--- src/hstui_pkg.sv ---
// Register map, field layout and reset values of the switch and temperature UI
package hstui_pkg;

    // Register offsets
    localparam logic [7:0] SWITCH_CFG_ADDR   = 8'ha0;
    localparam logic [7:0] PROX_THR_ADDR     = 8'ha1;
    localparam logic [7:0] TOUCH_THR_ADDR    = 8'ha2;
    localparam logic [7:0] RESEED_CFG_ADDR   = 8'hc0;
    localparam logic [7:0] TEMP_GAIN_ADDR    = 8'hc1;
    localparam logic [7:0] CAL_PACKED_ADDR   = 8'hc2;
    localparam logic [7:0] CAL_MULT_ADDR     = 8'hc2;
    localparam logic [7:0] CAL_DIV_ADDR      = 8'hc3;

    // Reset values
    localparam logic [7:0] SWITCH_CFG_RESET  = 8'h00;
    localparam logic [7:0] PROX_THR_RESET    = 8'h19;
    localparam logic [7:0] TOUCH_THR_RESET   = 8'h19;
    localparam logic [7:0] RESEED_CFG_RESET  = 8'h00;
    localparam logic [7:0] TEMP_GAIN_RESET   = 8'h00;
    localparam logic [7:0] CAL_RESET         = 8'h00;

    // Writable bits per register; the rest read as zero
    localparam logic [7:0] SWITCH_CFG_MASK   = 8'h77;
    localparam logic [7:0] RESEED_CFG_MASK   = 8'h7f;
    localparam logic [7:0] TEMP_GAIN_MASK    = 8'h3f;

    // Switch configuration fields
    localparam int LIN_BIT        = 6;
    localparam int TOUCH_HYST_LSB = 4;
    localparam int SWAP_BIT       = 2;
    localparam int PROX_HYST_LSB  = 0;

    // Temperature reseed configuration fields
    localparam int RESEED_PROX_BIT = 6;
    localparam int RESEED_EN_BIT   = 5;
    localparam int RESEED_THR_LSB  = 0;
    localparam int RESEED_THR_W    = 5;

    // Gain select fields
    localparam int COARSE_LSB = 4;
    localparam int COARSE_W   = 2;
    localparam int FINE_LSB   = 0;
    localparam int FINE_W     = 4;

    // Packed calibration fields
    localparam int CAL_MULT_LSB = 4;
    localparam int CAL_DIV_LSB  = 0;
    localparam int CAL_NIB_W    = 4;

    // Touch threshold scale is a shift by two, a factor of four
    localparam int TOUCH_SCALE_SHIFT = 2;

    // Hysteresis selection codes
    typedef enum logic [1:0] {
        HSTUI_HYST_OFF       = 2'b00,
        HSTUI_HYST_QUARTER   = 2'b01,
        HSTUI_HYST_EIGHTH    = 2'b10,
        HSTUI_HYST_SIXTEENTH = 2'b11
    } hstui_hyst_t;

endpackage

--- src/hstui_hyst.sv ---
// Hysteresis band from a threshold and a two-bit fraction selection
`timescale 1ns/10ps
module hstui_hyst #(
    parameter int WIDTH = 8
) (
    // Selection and threshold
    input  wire hstui_pkg::hstui_hyst_t mode_in,
    input  wire logic [WIDTH-1:0]       threshold_in,
    // Resulting band
    output logic [WIDTH-1:0]            band_out
);
    import hstui_pkg::*;

    always_comb begin
        unique case (mode_in)
            HSTUI_HYST_OFF:       band_out = '0;
            HSTUI_HYST_QUARTER:   band_out = threshold_in >> 2;
            HSTUI_HYST_EIGHTH:    band_out = threshold_in >> 3;
            HSTUI_HYST_SIXTEENTH: band_out = threshold_in >> 4;
        endcase
    end

endmodule

--- src/hstui_regs.sv ---
// Switch and temperature UI configuration registers with decoded outputs
`timescale 1ns/10ps

// Function
// - Touch hysteresis code: off, 1/4, 1/8, 1/16
// - Prox hysteresis code uses the same fractions
// - Bit six enables switch output linearization
// - Bit two swaps reported field direction
// - Prox threshold used directly, resets 0x19
// - Touch threshold is register value times four, but zero during reset
// - Reseed in prox only if bit six set
// - Reseeding happens only with enable bit set
// - Reseed threshold is five-bit field, unscaled
// - Temperature channel coarse 2-bit, fine 4-bit gains
// - Packed multiplier is upper nibble plus one
// - Packed divider is lower nibble plus one
// - Newer variant: full-byte multiplier, divider registers
module hstui_regs #(
    parameter bit PACKED_CAL = 1'b0
) (
    // Clock and reset
    input  wire logic        clock_in,
    input  wire logic        reset_in,
    // Register access from the serial interface engine
    input  wire logic [7:0]  reg_addr_in,
    input  wire logic        reg_write_in,
    input  wire logic [7:0]  reg_wdata_in,
    input  wire logic        reg_read_in,
    output logic [7:0]       reg_rdata_out,
    output logic             reg_hit_out,
    // Magnetic switch status from the measurement engine
    input  wire logic        field_dir_in,
    // Temperature reseed request and proximity state
    input  wire logic        reseed_request_in,
    input  wire logic        prox_active_in,
    // Switch settings
    output logic             linearize_out,
    output logic             field_dir_out,
    output logic [7:0]       prox_threshold_out,
    output logic [9:0]       touch_threshold_out,
    output logic [7:0]       prox_hyst_out,
    output logic [9:0]       touch_hyst_out,
    // Temperature settings
    output logic             reseed_out,
    output logic [hstui_pkg::RESEED_THR_W-1:0] reseed_threshold_out,
    output logic [hstui_pkg::COARSE_W-1:0]     coarse_gain_out,
    output logic [hstui_pkg::FINE_W-1:0]       fine_gain_out,
    output logic [8:0]       cal_multiplier_out,
    output logic [8:0]       cal_divider_out
);
    import hstui_pkg::*;

    logic [7:0]  switch_cfg;
    logic [7:0]  prox_thr;
    logic [7:0]  touch_thr;
    logic [7:0]  reseed_cfg;
    logic [7:0]  temp_gain;
    logic [7:0]  cal_mult;
    logic [7:0]  cal_div;
    logic [7:0]  next_rdata;
    logic        next_hit;
    logic [9:0]  touch_scaled;
    logic [7:0]  prox_band;
    logic [9:0]  touch_band;

    // Address decode; in the packed layout 0xc3 is not ours
    always_comb begin
        next_rdata = 8'h00;
        next_hit   = 1'b1;
        unique case (reg_addr_in)
            SWITCH_CFG_ADDR: next_rdata = switch_cfg & SWITCH_CFG_MASK;
            PROX_THR_ADDR:   next_rdata = prox_thr;
            TOUCH_THR_ADDR:  next_rdata = touch_thr;
            RESEED_CFG_ADDR: next_rdata = reseed_cfg & RESEED_CFG_MASK;
            TEMP_GAIN_ADDR:  next_rdata = temp_gain & TEMP_GAIN_MASK;
            CAL_MULT_ADDR: begin
                if (PACKED_CAL) begin
                    next_rdata = {cal_mult[CAL_NIB_W-1:0],
                                  cal_div[CAL_NIB_W-1:0]};
                end else begin
                    next_rdata = cal_mult;
                end
            end
            CAL_DIV_ADDR: begin
                if (PACKED_CAL) begin
                    next_hit = 1'b0;
                end else begin
                    next_rdata = cal_div;
                end
            end
            default: next_hit = 1'b0;
        endcase
    end

    // Read answer; an unmapped address answers zero
    always_ff @(posedge clock_in or posedge reset_in) begin
        if (reset_in) begin
            reg_rdata_out <= 8'h00;
            reg_hit_out   <= 1'b0;
        end else if (reg_read_in) begin
            reg_rdata_out <= next_rdata;
            reg_hit_out   <= next_hit;
        end
    end

    // Switch registers
    always_ff @(posedge clock_in or posedge reset_in) begin
        if (reset_in) begin
            switch_cfg <= SWITCH_CFG_RESET;
            prox_thr   <= PROX_THR_RESET;
            touch_thr  <= TOUCH_THR_RESET;
        end else if (reg_write_in) begin
            if (reg_addr_in == SWITCH_CFG_ADDR) begin
                switch_cfg <= reg_wdata_in & SWITCH_CFG_MASK;
            end
            if (reg_addr_in == PROX_THR_ADDR) begin
                prox_thr <= reg_wdata_in;
            end
            if (reg_addr_in == TOUCH_THR_ADDR) begin
                touch_thr <= reg_wdata_in;
            end
        end
    end

    // Temperature registers
    always_ff @(posedge clock_in or posedge reset_in) begin
        if (reset_in) begin
            reseed_cfg <= RESEED_CFG_RESET;
            temp_gain  <= TEMP_GAIN_RESET;
        end else if (reg_write_in) begin
            if (reg_addr_in == RESEED_CFG_ADDR) begin
                reseed_cfg <= reg_wdata_in & RESEED_CFG_MASK;
            end
            if (reg_addr_in == TEMP_GAIN_ADDR) begin
                temp_gain <= reg_wdata_in & TEMP_GAIN_MASK;
            end
        end
    end

    // Calibration storage; packed layout keeps only the low nibbles
    always_ff @(posedge clock_in or posedge reset_in) begin
        if (reset_in) begin
            cal_mult <= CAL_RESET;
            cal_div  <= CAL_RESET;
        end else if (reg_write_in) begin
            if (PACKED_CAL) begin
                if (reg_addr_in == CAL_PACKED_ADDR) begin
                    cal_mult <= {4'h0, reg_wdata_in[CAL_MULT_LSB +: CAL_NIB_W]};
                    cal_div  <= {4'h0, reg_wdata_in[CAL_DIV_LSB +: CAL_NIB_W]};
                end
            end else begin
                if (reg_addr_in == CAL_MULT_ADDR) begin
                    cal_mult <= reg_wdata_in;
                end
                if (reg_addr_in == CAL_DIV_ADDR) begin
                    cal_div <= reg_wdata_in;
                end
            end
        end
    end

    assign touch_scaled = {touch_thr, 2'b00};

    // Hysteresis bands from the unscaled prox threshold and the scaled touch threshold
    hstui_hyst #(
        .WIDTH        (8)
    ) u_prox_hyst (
        .mode_in      (hstui_hyst_t'(switch_cfg[PROX_HYST_LSB +: 2])),
        .threshold_in (prox_thr),
        .band_out     (prox_band)
    );

    hstui_hyst #(
        .WIDTH        (10)
    ) u_touch_hyst (
        .mode_in      (hstui_hyst_t'(switch_cfg[TOUCH_HYST_LSB +: 2])),
        .threshold_in (touch_scaled),
        .band_out     (touch_band)
    );

    // Switch outputs, registered so they change one edge after the write
    always_ff @(posedge clock_in or posedge reset_in) begin
        if (reset_in) begin
            linearize_out       <= 1'b0;
            field_dir_out       <= 1'b0;
            prox_threshold_out  <= PROX_THR_RESET;
            touch_threshold_out <= 10'h000;
            prox_hyst_out       <= 8'h00;
            touch_hyst_out      <= 10'h000;
        end else begin
            linearize_out       <= switch_cfg[LIN_BIT];
            field_dir_out       <= field_dir_in ^ switch_cfg[SWAP_BIT];
            prox_threshold_out  <= prox_thr;
            touch_threshold_out <= touch_scaled;
            prox_hyst_out       <= prox_band;
            touch_hyst_out      <= touch_band;
        end
    end

    // Reseed gate: request is held off during prox unless allowed
    always_ff @(posedge clock_in or posedge reset_in) begin
        if (reset_in) begin
            reseed_out           <= 1'b0;
            reseed_threshold_out <= '0;
        end else begin
            reseed_out <= reseed_request_in
                        & reseed_cfg[RESEED_EN_BIT]
                        & (reseed_cfg[RESEED_PROX_BIT]
                           | ~prox_active_in);
            reseed_threshold_out <=
                reseed_cfg[RESEED_THR_LSB +: RESEED_THR_W];
        end
    end

    // Temperature gain and calibration outputs
    always_ff @(posedge clock_in or posedge reset_in) begin
        if (reset_in) begin
            coarse_gain_out    <= '0;
            fine_gain_out      <= '0;
            cal_multiplier_out <= 9'h001;
            cal_divider_out    <= 9'h001;
        end else begin
            coarse_gain_out <= temp_gain[COARSE_LSB +: COARSE_W];
            fine_gain_out   <= temp_gain[FINE_LSB +: FINE_W];
            if (PACKED_CAL) begin
                // All-ones nibble would overflow downstream; host avoids it
                cal_multiplier_out <= {1'b0, cal_mult} + 9'h001;
                cal_divider_out    <= {1'b0, cal_div} + 9'h001;
            end else begin
                cal_multiplier_out <= {1'b0, cal_mult};
                cal_divider_out    <= {1'b0, cal_div};
            end
        end
    end

endmodule
--- config.mk ---
export PLATFORM = sky130hd
export DESIGN_NAME = hstui_regs
export DESIGN_NICKNAME = d
export VERILOG_FILES = /design/src/hstui_pkg.sv /design/src/hstui_hyst.sv /design/src/hstui_regs.sv
export SDC_FILE = /design/constraint.sdc
export NUM_CORES = 1
export LEC_CHECK = 0
export BUFFER_PORTS_ARGS = -buffer_cell sky130_fd_sc_hd__buf_2
export CORE_MARGIN = 2
export CORE_UTILIZATION = 55
export CTS_BUF_LIST = sky130_fd_sc_hd__clkbuf_4 sky130_fd_sc_hd__clkbuf_8
export CTS_CLUSTER_SIZE = 14
export DETAILED_ROUTE_END_ITERATION = 8
export PLACE_DENSITY = 0.86
export SETUP_SLACK_MARGIN = 0.2
export SYNTH_ARGS = -nofsm -noshare
export SYNTH_HDL_FRONTEND = slang
export SYNTH_SLANG_ARGS = --single-unit
--- constraint.sdc ---
create_clock -name clock_in -period 4.1 [get_ports clock_in]
set_clock_uncertainty 0.15 [all_clocks]
set_input_delay 0.205 -clock clock_in [delete_from_list [all_inputs] [get_ports clock_in]]
set_output_delay 0.205 -clock clock_in [all_outputs]
set_load 0.01 [all_outputs]
==> Yosys cells after proc, flatten, opt, wreduce, memory -nomap -nowiden <==
Index checks and enable logic that the tools add are counted.
{ "totals": {"register_bits": 124, "input_bits": 23, "output_inout_bits": 77, "wordCells": 53} }
{ "op_classes": {"n_reduce_logical": 10, "n_eq_ne": 13, "bitwise_logic": 5, "muxes": 4} }
{ "ops": {"columns": ["cell", "count"], "rows": [
  ["equality test 8 bit (second input constant)", 7],
  ["one-hot mux 8 bit (7 select lines)", 1],
  ["one-hot mux 10 bit (4 select lines)", 1],
  ["one-hot mux 8 bit (4 select lines)", 1],
  ["AND reduction 2 bit", 7],
  ["equality test 2 bit (second input constant)", 4],
  ["OR reduction 7 bit", 1],
  ["equality test 2 x 1 -> 1 bit (second input constant)", 2],
  ["zero test 2 bit", 2],
  ["AND 1 bit", 2],
  ["2-to-1 mux 1 bit", 1],
  ["inverter 1 bit", 1],
  ["OR 1 bit", 1],
  ["bitwise XOR 1 bit", 1]
]} }

==> Longest topological paths before layout <==
Gate-level depths: netlist of the first run.
{ "depth": {"ltp_word": 3, "depth_mapped": 7, "mapped_depth_nobuf": 4} }

==> Hierarchy <==
Synthesis of the first run repeated with hierarchy kept, for this count alone.
{ "hier_totals": {"cells_unflattened": 327, "area_unflattened_um2": 4780.8} }
{ "by_module_without_submodules": {"columns": ["mod", "instances", "cells_each", "seq_area_each_um2", "area_each_um2"], "rows": [
  ["hstui_regs", 1, 279, 3116.7, 4438.0],
  ["hstui_hyst at u_touch_hyst", 1, 27, 0.0, 191.4],
  ["hstui_hyst at u_prox_hyst", 1, 21, 0.0, 151.4]
]} }

==> Least setup slack after synthesis of the first run <==
No wires, ideal clock.
{ "synth_path": {"path_kind": "input -> register", "start": "input reg_addr_in[1]", "end": "register prox_thr[1]", "setup_slack_ns": 2.351, "arrival_ns": 1.474, "stages": 6, "setup_time_ns": 0.125, "n_path_buf": 2, "path_cell_list": "buf_6 -> nor3_4 -> nand2_2 -> or3_1 -> buf_6 -> mux2_4"} }
{ "synth_via": {"elab_chain_len": 2} }
{ "synth_rtl": {"columns": ["item", "line", "text"], "rows": [
  ["start: declaration", "hstui_regs.sv:25", "input wire logic [7:0] reg_addr_in,"],
  ["equality test 8 bit", "hstui_regs.sv:116", "if (reg_addr_in == PROX_THR_ADDR) begin"],
  ["AND reduction 2 bit (no source line)", null, null],
  ["end signal: assignment", "hstui_regs.sv:117", "prox_thr <= reg_wdata_in;"],
  ["end: declaration", "hstui_regs.sv:54", "logic [7:0] prox_thr;"]
]} }
No other way between the ends.
A chain may end at the register's enable or synchronous reset.

==> Final worst setup path of the first run <==
{ "layout_path": {"start": "input reg_addr_in[0]", "end": "register prox_thr[6]"} }
Same word-level chain as after synthesis.

==> results of run 1 <==
## final timing paths
check	to	slack (ps)
max in group asynchronous	reseed_threshold_out[4]	2700
min in group asynchronous	cal_multiplier_out[5]	150
hold reg to reg	prox_threshold_out[0]	240
setup reg to reg	touch_hyst_out[0]	2510
setup / recovery	prox_thr[6]	2020
hold / removal	reg_rdata_out[0]	30
## per-layer routing
metal  wire length (um)  vias up  share of wire
li1                   -     1392              -
met1               4550     1595           0.43
met2               5210      150           0.49
met3                746       25          0.070
met4                178        0          0.017
met5                  0        -              0
## state kept, by name, indices dropped and copies added, names as in the netlist, 4 cells and up
signal and count:
cal_div 8, cal_multiplier_out 8, fine_gain_out 4, prox_threshold_out 8, reseed_threshold_out 5, switch_cfg 6
cal_mult 8, prox_thr 8, temp_gain 6, prox_hyst_out 6, touch_threshold_out 8, touch_thr 8
cal_divider_out 8, reg_rdata_out 8, reseed_cfg 7, touch_hyst_out 8
## Yosys cell counts, types with 2 or more instances
library cell                number  area, sq um
sky130_fd_sc_hd__a22o_1         11         96.3
sky130_fd_sc_hd__a31oi_1         6         37.5
sky130_fd_sc_hd__a32o_1          5         50.1
sky130_fd_sc_hd__and2_1          3         18.8
sky130_fd_sc_hd__and3_1          5         31.3
sky130_fd_sc_hd__buf_2           5         25.0
sky130_fd_sc_hd__buf_4           9         67.6
sky130_fd_sc_hd__buf_6           3         33.8
sky130_fd_sc_hd__clkbuf_1        8         30.0
sky130_fd_sc_hd__dfrtp_1       109         2730
sky130_fd_sc_hd__dfstp_2        11          289
sky130_fd_sc_hd__inv_1           7         26.3
sky130_fd_sc_hd__mux2_1          8         90.1
sky130_fd_sc_hd__mux2_2         40          450
sky130_fd_sc_hd__mux2_4         14          210
sky130_fd_sc_hd__mux2i_1        11          110
sky130_fd_sc_hd__nand2_1        10         37.5
sky130_fd_sc_hd__nand3b_1        3         22.5
sky130_fd_sc_hd__nand4bb_1       2         22.5
sky130_fd_sc_hd__nor2_1          7         26.3
sky130_fd_sc_hd__nor2b_1        12         75.1
sky130_fd_sc_hd__nor3_4          4         65.1
sky130_fd_sc_hd__o21ai_0         3         15.0
sky130_fd_sc_hd__o21ai_1         4         20.0
sky130_fd_sc_hd__o22ai_1         8         50.1
sky130_fd_sc_hd__or3_1           3         18.8
## report_power, final
| part | total, mW | internal [mW] | leakage, nW | switching [mW] |
|---|---|---|---|---|
| sequential | 1.28 | 1.24 | 1.61 | 0.0405 |
| clock | 1.10 | 0.663 | 0.212 | 0.438 |
| combinational | 0.181 | 0.0774 | 1.25 | 0.104 |
## layout by cell type, fill, tap and decap left out, types with 2 or more instances in the layout
cell                            Yosys  routed
sky130_fd_sc_hd__dfrtp_1          109     109
sky130_fd_sc_hd__buf_2              5      91
sky130_fd_sc_hd__mux2_2            40      40
sky130_fd_sc_hd__clkbuf_8           0      20
sky130_fd_sc_hd__mux2_4            14      14
sky130_fd_sc_hd__dlygate4sd3_1      0      13
sky130_fd_sc_hd__nor2b_1           12      12
sky130_fd_sc_hd__mux2i_1           11      11
sky130_fd_sc_hd__a22o_1            11      11
sky130_fd_sc_hd__dfstp_2           11      11
sky130_fd_sc_hd__nand2_1           10      10
sky130_fd_sc_hd__o22ai_1            8       8
sky130_fd_sc_hd__mux2_1             8       8
sky130_fd_sc_hd__conb_1             1       8
sky130_fd_sc_hd__nor2_1             7       7
sky130_fd_sc_hd__inv_1              7       6
sky130_fd_sc_hd__a31oi_1            6       6
sky130_fd_sc_hd__a32o_1             5       5
sky130_fd_sc_hd__and3_1             5       5
sky130_fd_sc_hd__nor3_4             4       4
sky130_fd_sc_hd__o21ai_1            4       4
sky130_fd_sc_hd__or3_1              3       3
sky130_fd_sc_hd__o21ai_0            3       3
sky130_fd_sc_hd__and2_1             3       3
sky130_fd_sc_hd__nand3b_1           3       3
sky130_fd_sc_hd__clkbuf_4           0       3
sky130_fd_sc_hd__bufinv_16          0       3
sky130_fd_sc_hd__clkinv_2           0       3
sky130_fd_sc_hd__nand4bb_1          2       2
sky130_fd_sc_hd__clkinvlp_4         0       2
sky130_fd_sc_hd__buf_4              9       2
## metrics by stage
| stage | power [mW] | setup slack [ps] | util | area [sq um] | cells |
|---|---|---|---|---|---|
| finish | 2.56 | 2020 | 0.680 | 5840 | 559 |
| global route | 2.66 | 1940 | 0.680 | 5840 | 559 |
| CTS | 2.58 | 2050 | 0.680 | 5840 | 559 |
| detailed placement | 1.47 | 1630 | 0.616 | 5290 | 515 |
| global placement | 1.46 | 1670 | 0.616 | 5290 | 515 |
| floorplan | 1.40 | 577 | - | 4840 | 339 |
## cell families after synthesis
kind of cell / after synthesis
other: 1
multiplexers: 73
XOR/XNOR: 1
AND/OR/NAND/NOR: 58
flip-flops: 120
AO/OA/AOI/OAI: 47
buffers and inverters: 32
## cell type report
| cell class | count | area [sq um] |
|---|---|---|
| Clock buffer | 23 | 298 |
| Sequential cell | 120 | 3020 |
| Timing Repair Buffer | 106 | 601 |
| Inverter | 7 | 28.8 |
| Fill cell | 600 | 2750 |
| Multi-Input combinational cell | 187 | 1640 |
| Clock inverter | 8 | 120 |
| Tap cell | 108 | 135 |
## critical path, stage by stage
cell and delay, ps:
sky130_fd_sc_hd__buf_2 650, sky130_fd_sc_hd__inv_1 340, sky130_fd_sc_hd__or3_1 660, sky130_fd_sc_hd__mux2_4 380
==> flow_results.xml, run 1 <==
<?xml version="1.0" encoding="UTF-8"?>
<metrics>
  <group name="run_status">
    <metric name="outcome" unit="">completed</metric>
  </group>
  <group name="routing">
    <metric name="wl_per_cell" unit="um">19.1</metric>
    <metric name="drc_errors" unit="">0</metric>
    <metric name="route.vias.total" unit="">3162</metric>
    <metric name="pre_repair_dr_iteration_count" unit="">6</metric>
    <metric name="via_per_inst" unit="">5.66</metric>
    <metric name="postRouteAntennaNets" unit="">0</metric>
    <metric name="drtIter0Drc" unit="">207</metric>
    <metric name="detail_route.wirelength" unit="um">10700</metric>
  </group>
  <group name="synthesis">
    <metric name="synthMuxAreaShare" unit="">0.179</metric>
    <metric name="yosysWarningCount" unit="">0</metric>
    <metric name="synth_top_family_by_area" unit="">multiplexers</metric>
    <metric name="async_reset_ff_frac" unit="">1.00</metric>
    <metric name="synth_simple_gate_area_share" unit="">0.0811</metric>
    <metric name="synth_seq_area_share" unit="">0.626</metric>
    <metric name="synth_ff_type" unit="">sky130_fd_sc_hd__dfrtp_1</metric>
    <metric name="synth_compound_gate_area_share" unit="">0.0733</metric>
    <metric name="syn-cell-area" unit="sq mm">0.00482</metric>
    <metric name="synthXorXnorAreaFrac" unit="">0.00182</metric>
    <metric name="number_of_synthesized_flops_with_an_enable_pin" unit="">0</metric>
    <metric name="synth_area_per_inst" unit="sq um">14.5</metric>
    <metric name="postSynthCellCount" unit="">332</metric>
    <metric name="postSynthRegisterBits" unit="">120</metric>
    <metric name="synthDistinctLibCells" unit="">47</metric>
    <metric name="synth_adder_area_share" unit="">0</metric>
  </group>
  <group name="setup_path">
    <metric name="ff2ff_path_depth" unit="">2</metric>
    <metric name="cp-end-kind" unit="">register</metric>
    <metric name="crit_path_kind" unit="">in2reg</metric>
    <metric name="largest_driver_fanout_on_the_critical_path" unit="">36</metric>
    <metric name="cp.required" unit="ps">4260</metric>
    <metric name="critPathArrivalTime" unit="ps">2240</metric>
    <metric name="crit-reg2reg-launch" unit="">switch_cfg[5]</metric>
    <metric name="worstSetupStartpointType" unit="">primary input</metric>
    <metric name="worst_setup_path_startpoint" unit="">reg_addr_in[0]</metric>
  </group>
  <group name="pwr">
    <metric name="power_density" unit="mW/mm^2">438</metric>
    <metric name="ir_worst_vdd" unit="mV">0.167</metric>
    <metric name="power.static_leakage" unit="nW">3.07</metric>
  </group>
  <group name="sta">
    <metric name="setup_tns_final" unit="ps">0</metric>
    <metric name="final_period_util" unit="">0.507</metric>
    <metric name="hold-worst-slack" unit="ps">32.4</metric>
    <metric name="slew_headroom" unit="">0.421</metric>
    <metric name="worst_pin_slew" unit="ps">866</metric>
    <metric name="final.min_clock_period" unit="ps">2080</metric>
    <metric name="final_setup_violating_endpoints" unit="">0</metric>
    <metric name="clock.fmax" unit="MHz">481</metric>
    <metric name="rsz0062_at_grt" unit="">no</metric>
    <metric name="number_of_hold_violations_in_the_final_report" unit="">0</metric>
    <metric name="final-max-slew-violation-count" unit="">0</metric>
  </group>
  <group name="clocking">
    <metric name="clock_tree.root_cell" unit="">sky130_fd_sc_hd__clkbuf_8</metric>
    <metric name="clock_latency_on_the_worst_skew_pair" unit="ps">420</metric>
    <metric name="cts_resized" unit="">0</metric>
    <metric name="post_cts_buffers" unit="">0</metric>
    <metric name="cts_htree_levels" unit="">4</metric>
    <metric name="cts_max_path_buffers" unit="">2</metric>
    <metric name="postCtsHoldBufs" unit="">13</metric>
    <metric name="number_of_buffers_created_by_cts" unit="">17</metric>
    <metric name="clk_pin_slew_worst_paths" unit="ps">70</metric>
    <metric name="tritoncts" unit="">done</metric>
    <metric name="clock_sink_count" unit="">120</metric>
  </group>
  <group name="grt">
    <metric name="global_route.peak_usage_layer" unit="">met2</metric>
    <metric name="met2_usage" unit="">0.364</metric>
    <metric name="remaining_overflow_grt" unit="">0</metric>
    <metric name="grt.total_usage" unit="">0.236</metric>
    <metric name="vias_in_the_first_global_route" unit="">3134</metric>
    <metric name="grt_start_max_net_pins" unit="">51</metric>
    <metric name="global_route.usage.met3" unit="">0.0712</metric>
    <metric name="grt_first_pass_wirelength" unit="um">17100</metric>
    <metric name="met1_usage" unit="">0.318</metric>
    <metric name="antenna_violations_before_repair" unit="">0</metric>
  </group>
  <group name="placed_design">
    <metric name="global_placer_s_final_weighted_congestion" unit="">0.835</metric>
    <metric name="port_buffers" unit="">91</metric>
    <metric name="dpl.hpwl" unit="um">7200</metric>
  </group>
  <group name="job">
    <metric name="max_cap_violations" unit="">0</metric>
  </group>
  <group name="layout">
    <metric name="insertedDiodeCount" unit="">0</metric>
    <metric name="num-nets-final" unit="">462</metric>
    <metric name="layout-drive-gt1-share" unit="">0.441</metric>
    <metric name="flow.area_growth_from_synthesis" unit="%">21.3</metric>
  </group>
  <group name="die">
    <metric name="die_h" unit="um">97.6</metric>
    <metric name="dieArea" unit="sq mm">0.00952</metric>
    <metric name="io_pins" unit="">100</metric>
    <metric name="starting_utilization_of_the_core_area" unit="">0.560</metric>
    <metric name="core" unit="sq mm">0.00859</metric>
    <metric name="die_span_in_x" unit="um">97.6</metric>
    <metric name="placement_rows" unit="">34</metric>
  </group>
  <group name="min_path">
    <metric name="worstHoldStart" unit="">reg_addr_in[3]</metric>
    <metric name="hold_path_depth" unit="">4</metric>
    <metric name="hp-class" unit="">in2reg</metric>
  </group>
</metrics>
(Power assumes the default switching activity.)
==> run 2: changes to the inputs <==
Clock period 4.1 ns to 2.2 ns, I/O delays scaled along.
==> flow_results.xml, run 2 (same netlist as run 1, synthesis figures left out) <==
<?xml version="1.0" encoding="UTF-8"?>
<metrics>
  <group name="grt">
    <metric name="remaining_overflow_grt" unit="">0</metric>
    <metric name="vias_in_the_first_global_route" unit="">3279</metric>
    <metric name="grt_first_pass_wirelength" unit="um">17400</metric>
    <metric name="grt.total_usage" unit="">0.237</metric>
    <metric name="antenna_violations_before_repair" unit="">0</metric>
    <metric name="grt_start_max_net_pins" unit="">121</metric>
  </group>
  <group name="clocking">
    <metric name="clock_sink_count" unit="">120</metric>
    <metric name="cts_max_path_buffers" unit="">2</metric>
    <metric name="clock_latency_on_the_worst_skew_pair" unit="ps">420</metric>
    <metric name="cts_htree_levels" unit="">4</metric>
    <metric name="post_cts_buffers" unit="">0</metric>
    <metric name="tritoncts" unit="">done</metric>
    <metric name="number_of_buffers_created_by_cts" unit="">17</metric>
    <metric name="clock_tree.root_cell" unit="">sky130_fd_sc_hd__clkbuf_8</metric>
    <metric name="clk_pin_slew_worst_paths" unit="ps">70</metric>
  </group>
  <group name="pwr">
    <metric name="design_power_total" unit="mW">4.78</metric>
    <metric name="power_density" unit="mW/mm^2">806</metric>
    <metric name="internal-power" unit="mW">3.69</metric>
    <metric name="netSwitchingPower" unit="mW">1.10</metric>
    <metric name="comb_power_share" unit="">0.074</metric>
    <metric name="power.static_leakage" unit="nW">3.12</metric>
    <metric name="switching_share" unit="">0.229</metric>
    <metric name="ir_worst_vdd" unit="mV">0.390</metric>
    <metric name="share_clk_of_total_power" unit="">0.428</metric>
    <metric name="seq_power_share" unit="">0.498</metric>
  </group>
  <group name="setup_path">
    <metric name="crit-reg2reg-launch" unit="">cal_mult[6]</metric>
    <metric name="critical_path.cell_chain" unit="">dlygate4sd3_1 &gt; buf_2 &gt; nor3_4 &gt; nand2_2 &gt; or3_1 &gt; mux2_4</metric>
    <metric name="worst_r2r_dst" unit="">reg_rdata_out[6]</metric>
    <metric name="worstSetupStartpointType" unit="">primary input</metric>
    <metric name="critPathArrivalTime" unit="ps">2050</metric>
    <metric name="cp-end-kind" unit="">register</metric>
    <metric name="critical_path.top_delay_family" unit="">simple AND/OR/NAND/NOR gates</metric>
    <metric name="crit_path_kind" unit="">in2reg</metric>
    <metric name="worst_setup_path_startpoint" unit="">reg_addr_in[2]</metric>
    <metric name="critical_path_buf_inv_count" unit="">2</metric>
    <metric name="cp.depth" unit="">6</metric>
    <metric name="crit_end" unit="">prox_thr[7]</metric>
    <metric name="crit_path_top_delay_cell" unit="">sky130_fd_sc_hd__or3_1</metric>
    <metric name="timing.critical_path.slowest_cell_delay" unit="ps">560</metric>
    <metric name="ff2ff_path_depth" unit="">4</metric>
    <metric name="cp.required" unit="ps">2360</metric>
    <metric name="ff2ff_setup_slack" unit="ps">690</metric>
    <metric name="largest_driver_fanout_on_the_critical_path" unit="">8</metric>
  </group>
  <group name="layout">
    <metric name="layout-drive-gt1-share" unit="">0.450</metric>
    <metric name="most_used_cells_in_the_layout_excluding_fill_and_tap_cells" unit="">sky130_fd_sc_hd__dfrtp_1, sky130_fd_sc_hd__buf_2, sky130_fd_sc_hd__mux2_2</metric>
    <metric name="final_common_cell" unit="">sky130_fd_sc_hd__dfrtp_1</metric>
    <metric name="num-nets-final" unit="">470</metric>
    <metric name="insertedDiodeCount" unit="">0</metric>
    <metric name="flow.area_growth_from_synthesis" unit="%">23.2</metric>
    <metric name="layoutNonFillerInstCount" unit="">568</metric>
  </group>
  <group name="sta">
    <metric name="worst_pin_slew" unit="ps">636</metric>
    <metric name="final_period_util" unit="">0.862</metric>
    <metric name="number_of_hold_violations_in_the_final_report" unit="">0</metric>
    <metric name="slew_headroom" unit="">0.576</metric>
    <metric name="clock.fmax" unit="MHz">527</metric>
    <metric name="rsz0062_at_grt" unit="">no</metric>
    <metric name="final_setup_violating_endpoints" unit="">0</metric>
    <metric name="final.min_clock_period" unit="ps">1900</metric>
    <metric name="final-max-slew-violation-count" unit="">0</metric>
    <metric name="setup_tns_final" unit="ps">0</metric>
  </group>
  <group name="die">
    <metric name="dieArea" unit="sq mm">0.00952</metric>
    <metric name="die_span_in_x" unit="um">97.6</metric>
    <metric name="placement_rows" unit="">34</metric>
    <metric name="die_h" unit="um">97.6</metric>
    <metric name="starting_utilization_of_the_core_area" unit="">0.560</metric>
    <metric name="io_pins" unit="">100</metric>
    <metric name="core" unit="sq mm">0.00859</metric>
  </group>
  <group name="placed_design">
    <metric name="port_buffers" unit="">91</metric>
    <metric name="global_placer_s_final_weighted_congestion" unit="">0.849</metric>
    <metric name="dpl.hpwl" unit="um">6930</metric>
    <metric name="placedCellCount" unit="">521</metric>
  </group>
  <group name="min_path">
    <metric name="worstHoldStart" unit="">reg_addr_in[3]</metric>
    <metric name="hp-class" unit="">in2reg</metric>
    <metric name="hold_path_depth" unit="">5</metric>
  </group>
  <group name="run_status">
    <metric name="outcome" unit="">completed</metric>
  </group>
  <group name="routing">
    <metric name="drtIter0Drc" unit="">238</metric>
    <metric name="postRouteAntennaNets" unit="">0</metric>
    <metric name="detail_route.wirelength" unit="um">10800</metric>
    <metric name="route.vias.total" unit="">3199</metric>
    <metric name="drc_errors" unit="">0</metric>
    <metric name="pre_repair_dr_iteration_count" unit="">5</metric>
    <metric name="wl_per_cell" unit="um">19.0</metric>
    <metric name="via_per_inst" unit="">5.63</metric>
  </group>
  <group name="job">
    <metric name="max_cap_violations" unit="">0</metric>
  </group>
</metrics>
## run 2: layout make-up
type / instances / area, sq um
Inverter: 7 / 30.0
Clock inverter: 7 / 87.6
Fill cell: 579 / 2660
Tap cell: 108 / 135
Multi-Input combinational cell: 187 / 1650
Clock buffer: 25 / 338
Sequential cell: 120 / 3020
Timing Repair Buffer: 114 / 678
## run 2: routing by layer
layer  part of all wire  global-route usage
met1               0.42               0.325
met5                  0                   0
met2               0.48               0.361
met4              0.025              0.0897
met3              0.075              0.0712
## run 2: how the worst min path moves through the flow
stage               slack, ps                to
CTS                        40  reg_rdata_out[1]
global route               60  reg_rdata_out[1]
detailed placement        150     field_dir_out
floorplan                  50        reseed_out
finish                     60  reg_rdata_out[1]
global placement          140     field_dir_out
## run 2: what timing repair did
| action | CTS | global route |
|---|---|---|
| hold buffers | 15 | 0 |
| resized for setup | 0 | 1 |
| endpoints found under the hold margin | 171 | 0 |
| setup endpoints to repair | 0 | 3 |
## run 2: worst reg2reg max path: stages (launching register included)
cell                      delay (ps)
sky130_fd_sc_hd__dfrtp_1         420
sky130_fd_sc_hd__mux2_2          290
sky130_fd_sc_hd__a22oi_1         200
sky130_fd_sc_hd__o22ai_1         110
sky130_fd_sc_hd__a31o_2          240
## run 2: power by group through the flow
stage,logic (mW),clock network (mW),registers [mW]
2_1_floorplan,0.190,0,2.41
3_3_place_gp,0.320,0,2.41
3_5_place_dp,0.332,0,2.42
4_1_cts,0.353,2.06,2.38
5_1_grt,0.383,2.15,2.39
6_report,0.352,2.05,2.38
## run 2: per-stage QoR
stage          hold WS (ps)  instance area [sq um]  utilization  setup slack, ps
6_report               56.3                   5930        0.690              304
5_1_grt                64.8                   5930        0.690              245
4_1_cts                38.6                   5930        0.690              270
3_5_place_dp            148                   5350        0.623              186
3_3_place_gp            143                   5350        0.623              287
2_1_floorplan          45.8                   4850            -              480
==> run 3: changes to the inputs <==
Settings changed: PLACE_DENSITY 0.86 to 0.83.
==> flow_results.xml, run 3 (same netlist as run 1, synthesis figures left out) <==
<?xml version="1.0" encoding="UTF-8"?>
<metrics>
  <group name="layout">
    <metric name="flow.area_growth_from_synthesis" unit="%">23.9</metric>
    <metric name="num-nets-final" unit="">472</metric>
    <metric name="most_used_cells_in_the_layout_excluding_fill_and_tap_cells" unit="">sky130_fd_sc_hd__dfrtp_1, sky130_fd_sc_hd__buf_2, sky130_fd_sc_hd__mux2_2</metric>
    <metric name="insertedDiodeCount" unit="">0</metric>
    <metric name="layoutNonFillerInstCount" unit="">570</metric>
    <metric name="layout-drive-gt1-share" unit="">0.448</metric>
    <metric name="layout.filler_cells" unit="">599</metric>
    <metric name="finished_core_util" unit="">0.695</metric>
    <metric name="post-route-cell-area" unit="sq mm">0.00597</metric>
    <metric name="final_common_cell" unit="">sky130_fd_sc_hd__dfrtp_1</metric>
  </group>
  <group name="routing">
    <metric name="postRouteAntennaNets" unit="">0</metric>
    <metric name="drt-met1-wl" unit="um">4310</metric>
    <metric name="dr_wl_met2" unit="um">5380</metric>
    <metric name="route.vias.total" unit="">3190</metric>
    <metric name="detail_route.wirelength" unit="um">10800</metric>
    <metric name="highest-signal-layer" unit="">met4</metric>
    <metric name="wl_met3" unit="um">882</metric>
    <metric name="via_per_inst" unit="">5.60</metric>
    <metric name="pre_repair_dr_iteration_count" unit="">4</metric>
    <metric name="drc_errors" unit="">0</metric>
    <metric name="wl_per_cell" unit="um">19.0</metric>
    <metric name="drtIter0Drc" unit="">210</metric>
  </group>
  <group name="die">
    <metric name="die_h" unit="um">97.6</metric>
    <metric name="dieArea" unit="sq mm">0.00952</metric>
    <metric name="starting_utilization_of_the_core_area" unit="">0.560</metric>
    <metric name="core" unit="sq mm">0.00859</metric>
    <metric name="die_span_in_x" unit="um">97.6</metric>
    <metric name="placement_rows" unit="">34</metric>
    <metric name="io_pins" unit="">100</metric>
  </group>
  <group name="clocking">
    <metric name="clock_sink_count" unit="">120</metric>
    <metric name="clock_latency_on_the_worst_skew_pair" unit="ps">430</metric>
    <metric name="cts_max_path_buffers" unit="">2</metric>
    <metric name="cts_htree_levels" unit="">4</metric>
    <metric name="number_of_buffers_created_by_cts" unit="">17</metric>
    <metric name="clock_tree.root_cell" unit="">sky130_fd_sc_hd__clkbuf_8</metric>
    <metric name="clk_pin_slew_worst_paths" unit="ps">60</metric>
    <metric name="tritoncts" unit="">done</metric>
  </group>
  <group name="placed_design">
    <metric name="placedCellCount" unit="">519</metric>
    <metric name="global_placer_s_final_weighted_congestion" unit="">0.932</metric>
    <metric name="placed_cell_area" unit="sq mm">0.00535</metric>
    <metric name="port_buffers" unit="">91</metric>
    <metric name="dpl.hpwl" unit="um">6950</metric>
  </group>
  <group name="setup_path">
    <metric name="critPathArrivalTime" unit="ps">2100</metric>
    <metric name="critical_path_buf_inv_count" unit="">1</metric>
    <metric name="crit_path_kind" unit="">reg2reg</metric>
    <metric name="worstSetupStartpointType" unit="">register</metric>
    <metric name="cp.required" unit="ps">2360</metric>
    <metric name="largest_driver_fanout_on_the_critical_path" unit="">5</metric>
    <metric name="critical_path.top_delay_family" unit="">buffers and inverters</metric>
    <metric name="critical_path.cell_chain" unit="">nor2b_1 &gt; a32o_1 &gt; o21ai_1 &gt; a31oi_1 &gt; dlygate4sd3_1</metric>
    <metric name="cp-end-kind" unit="">register</metric>
    <metric name="timing.critical_path.slowest_cell_delay" unit="ps">580</metric>
    <metric name="crit_path_top_delay_cell" unit="">sky130_fd_sc_hd__dlygate4sd3_1</metric>
  </group>
  <group name="grt">
    <metric name="remaining_overflow_grt" unit="">0</metric>
    <metric name="vias_in_the_first_global_route" unit="">3170</metric>
    <metric name="grt.total_usage" unit="">0.236</metric>
    <metric name="grt_first_pass_wirelength" unit="um">17100</metric>
    <metric name="antenna_violations_before_repair" unit="">0</metric>
    <metric name="grt_start_max_net_pins" unit="">121</metric>
  </group>
  <group name="pwr">
    <metric name="seq_power_share" unit="">0.494</metric>
    <metric name="ir_worst_vdd" unit="mV">0.497</metric>
    <metric name="power_density" unit="mW/mm^2">807</metric>
    <metric name="comb_power_share" unit="">0.074</metric>
    <metric name="design_power_total" unit="mW">4.82</metric>
    <metric name="switching_share" unit="">0.228</metric>
    <metric name="power.static_leakage" unit="nW">3.14</metric>
    <metric name="internal-power" unit="mW">3.72</metric>
    <metric name="share_clk_of_total_power" unit="">0.432</metric>
    <metric name="netSwitchingPower" unit="mW">1.10</metric>
  </group>
  <group name="sta">
    <metric name="final-max-slew-violation-count" unit="">0</metric>
    <metric name="final.min_clock_period" unit="ps">1940</metric>
    <metric name="setup_tns_final" unit="ps">0</metric>
    <metric name="clock.fmax" unit="MHz">516</metric>
    <metric name="rsz0062_at_grt" unit="">no</metric>
    <metric name="final_period_util" unit="">0.881</metric>
    <metric name="final_setup_violating_endpoints" unit="">0</metric>
    <metric name="worst_pin_slew" unit="ps">595</metric>
    <metric name="slew_headroom" unit="">0.603</metric>
    <metric name="number_of_hold_violations_in_the_final_report" unit="">0</metric>
  </group>
  <group name="run_status">
    <metric name="outcome" unit="">completed</metric>
  </group>
  <group name="job">
    <metric name="max_cap_violations" unit="">0</metric>
  </group>
  <group name="min_path">
    <metric name="hp-class" unit="">in2reg</metric>
  </group>
</metrics>
[run 3: cell type report]
| cell class | instances | area (sq um) | share of cell area |
|---|---|---|---|
| clock buffers | 23 | 304 | 0.0509 |
| clock inverters | 9 | 120 | 0.0201 |
| inverters | 7 | 30.0 | 0.00503 |
| multi-input cells | 187 | 1650 | 0.276 |
| flip-flops and latches | 120 | 3020 | 0.506 |
| well taps | 108 | 135 | 0.0226 |
| repair buffers | 116 | 713 | 0.119 |
[run 3: routing by layer]
| metal | up-vias | track usage |
|---|---|---|
| li1 | 1421 | - |
| met1 | 1596 | 0.308 |
| met2 | 152 | 0.376 |
| met3 | 21 | 0.0691 |
| met4 | 0 | 0.0897 |
| met5 | - | 0 |
[run 3: stage by stage]
step	hold WS (ps)	worst slack, ps
after CTS	0.239	230
after detailed placement	145	249
after global placement	130	339
final	26.3	262
after global routing	49.3	217
after floorplan	45.8	480
[run 3: power by group through the flow]
| stage | Sequential, mW | Combinational, mW | Clock (mW) |
|---|---|---|---|
| detailed placement | 2.42 | 0.329 | 0 |
| finish | 2.38 | 0.357 | 2.08 |
| global route | 2.39 | 0.388 | 2.19 |
| global placement | 2.41 | 0.320 | 0 |
| floorplan | 2.41 | 0.190 | 0 |
| CTS | 2.38 | 0.357 | 2.10 |
[run 3: what timing repair did]
action | CTS | global route
hold buffers | 18 | 0
buffers inserted | 0 | 1
endpoints found under the setup margin | 0 | 9
resized for setup | 0 | 2
endpoints found under the hold margin | 171 | 0
[run 3: final timing paths]
| check | startpoint | to | slack (ps) | cells past startpoint |
|---|---|---|---|---|
| max | touch_thr[2] | reg_rdata_out[2] | 260 | 5 |
| min | reg_addr_in[2] | reg_rdata_out[7] | 30 | 4 |
| max reg2reg | touch_thr[2] | reg_rdata_out[2] | 260 | 5 |
| min reg2reg | prox_thr[0] | prox_threshold_out[0] | 250 | 0 |
| max in group asynchronous | reset_in | reseed_threshold_out[2] | 1210 | 4 |
| min in group asynchronous | reset_in | touch_hyst_out[1] | 270 | 4 |
[run 3: worst reg2reg max path, stage by stage (launching register included)]
cell                            delay [ps]
sky130_fd_sc_hd__dfrtp_2               450
sky130_fd_sc_hd__nor2b_1               140
sky130_fd_sc_hd__a32o_1                220
sky130_fd_sc_hd__o21ai_1               170
sky130_fd_sc_hd__a31oi_1               120
sky130_fd_sc_hd__dlygate4sd3_1         580
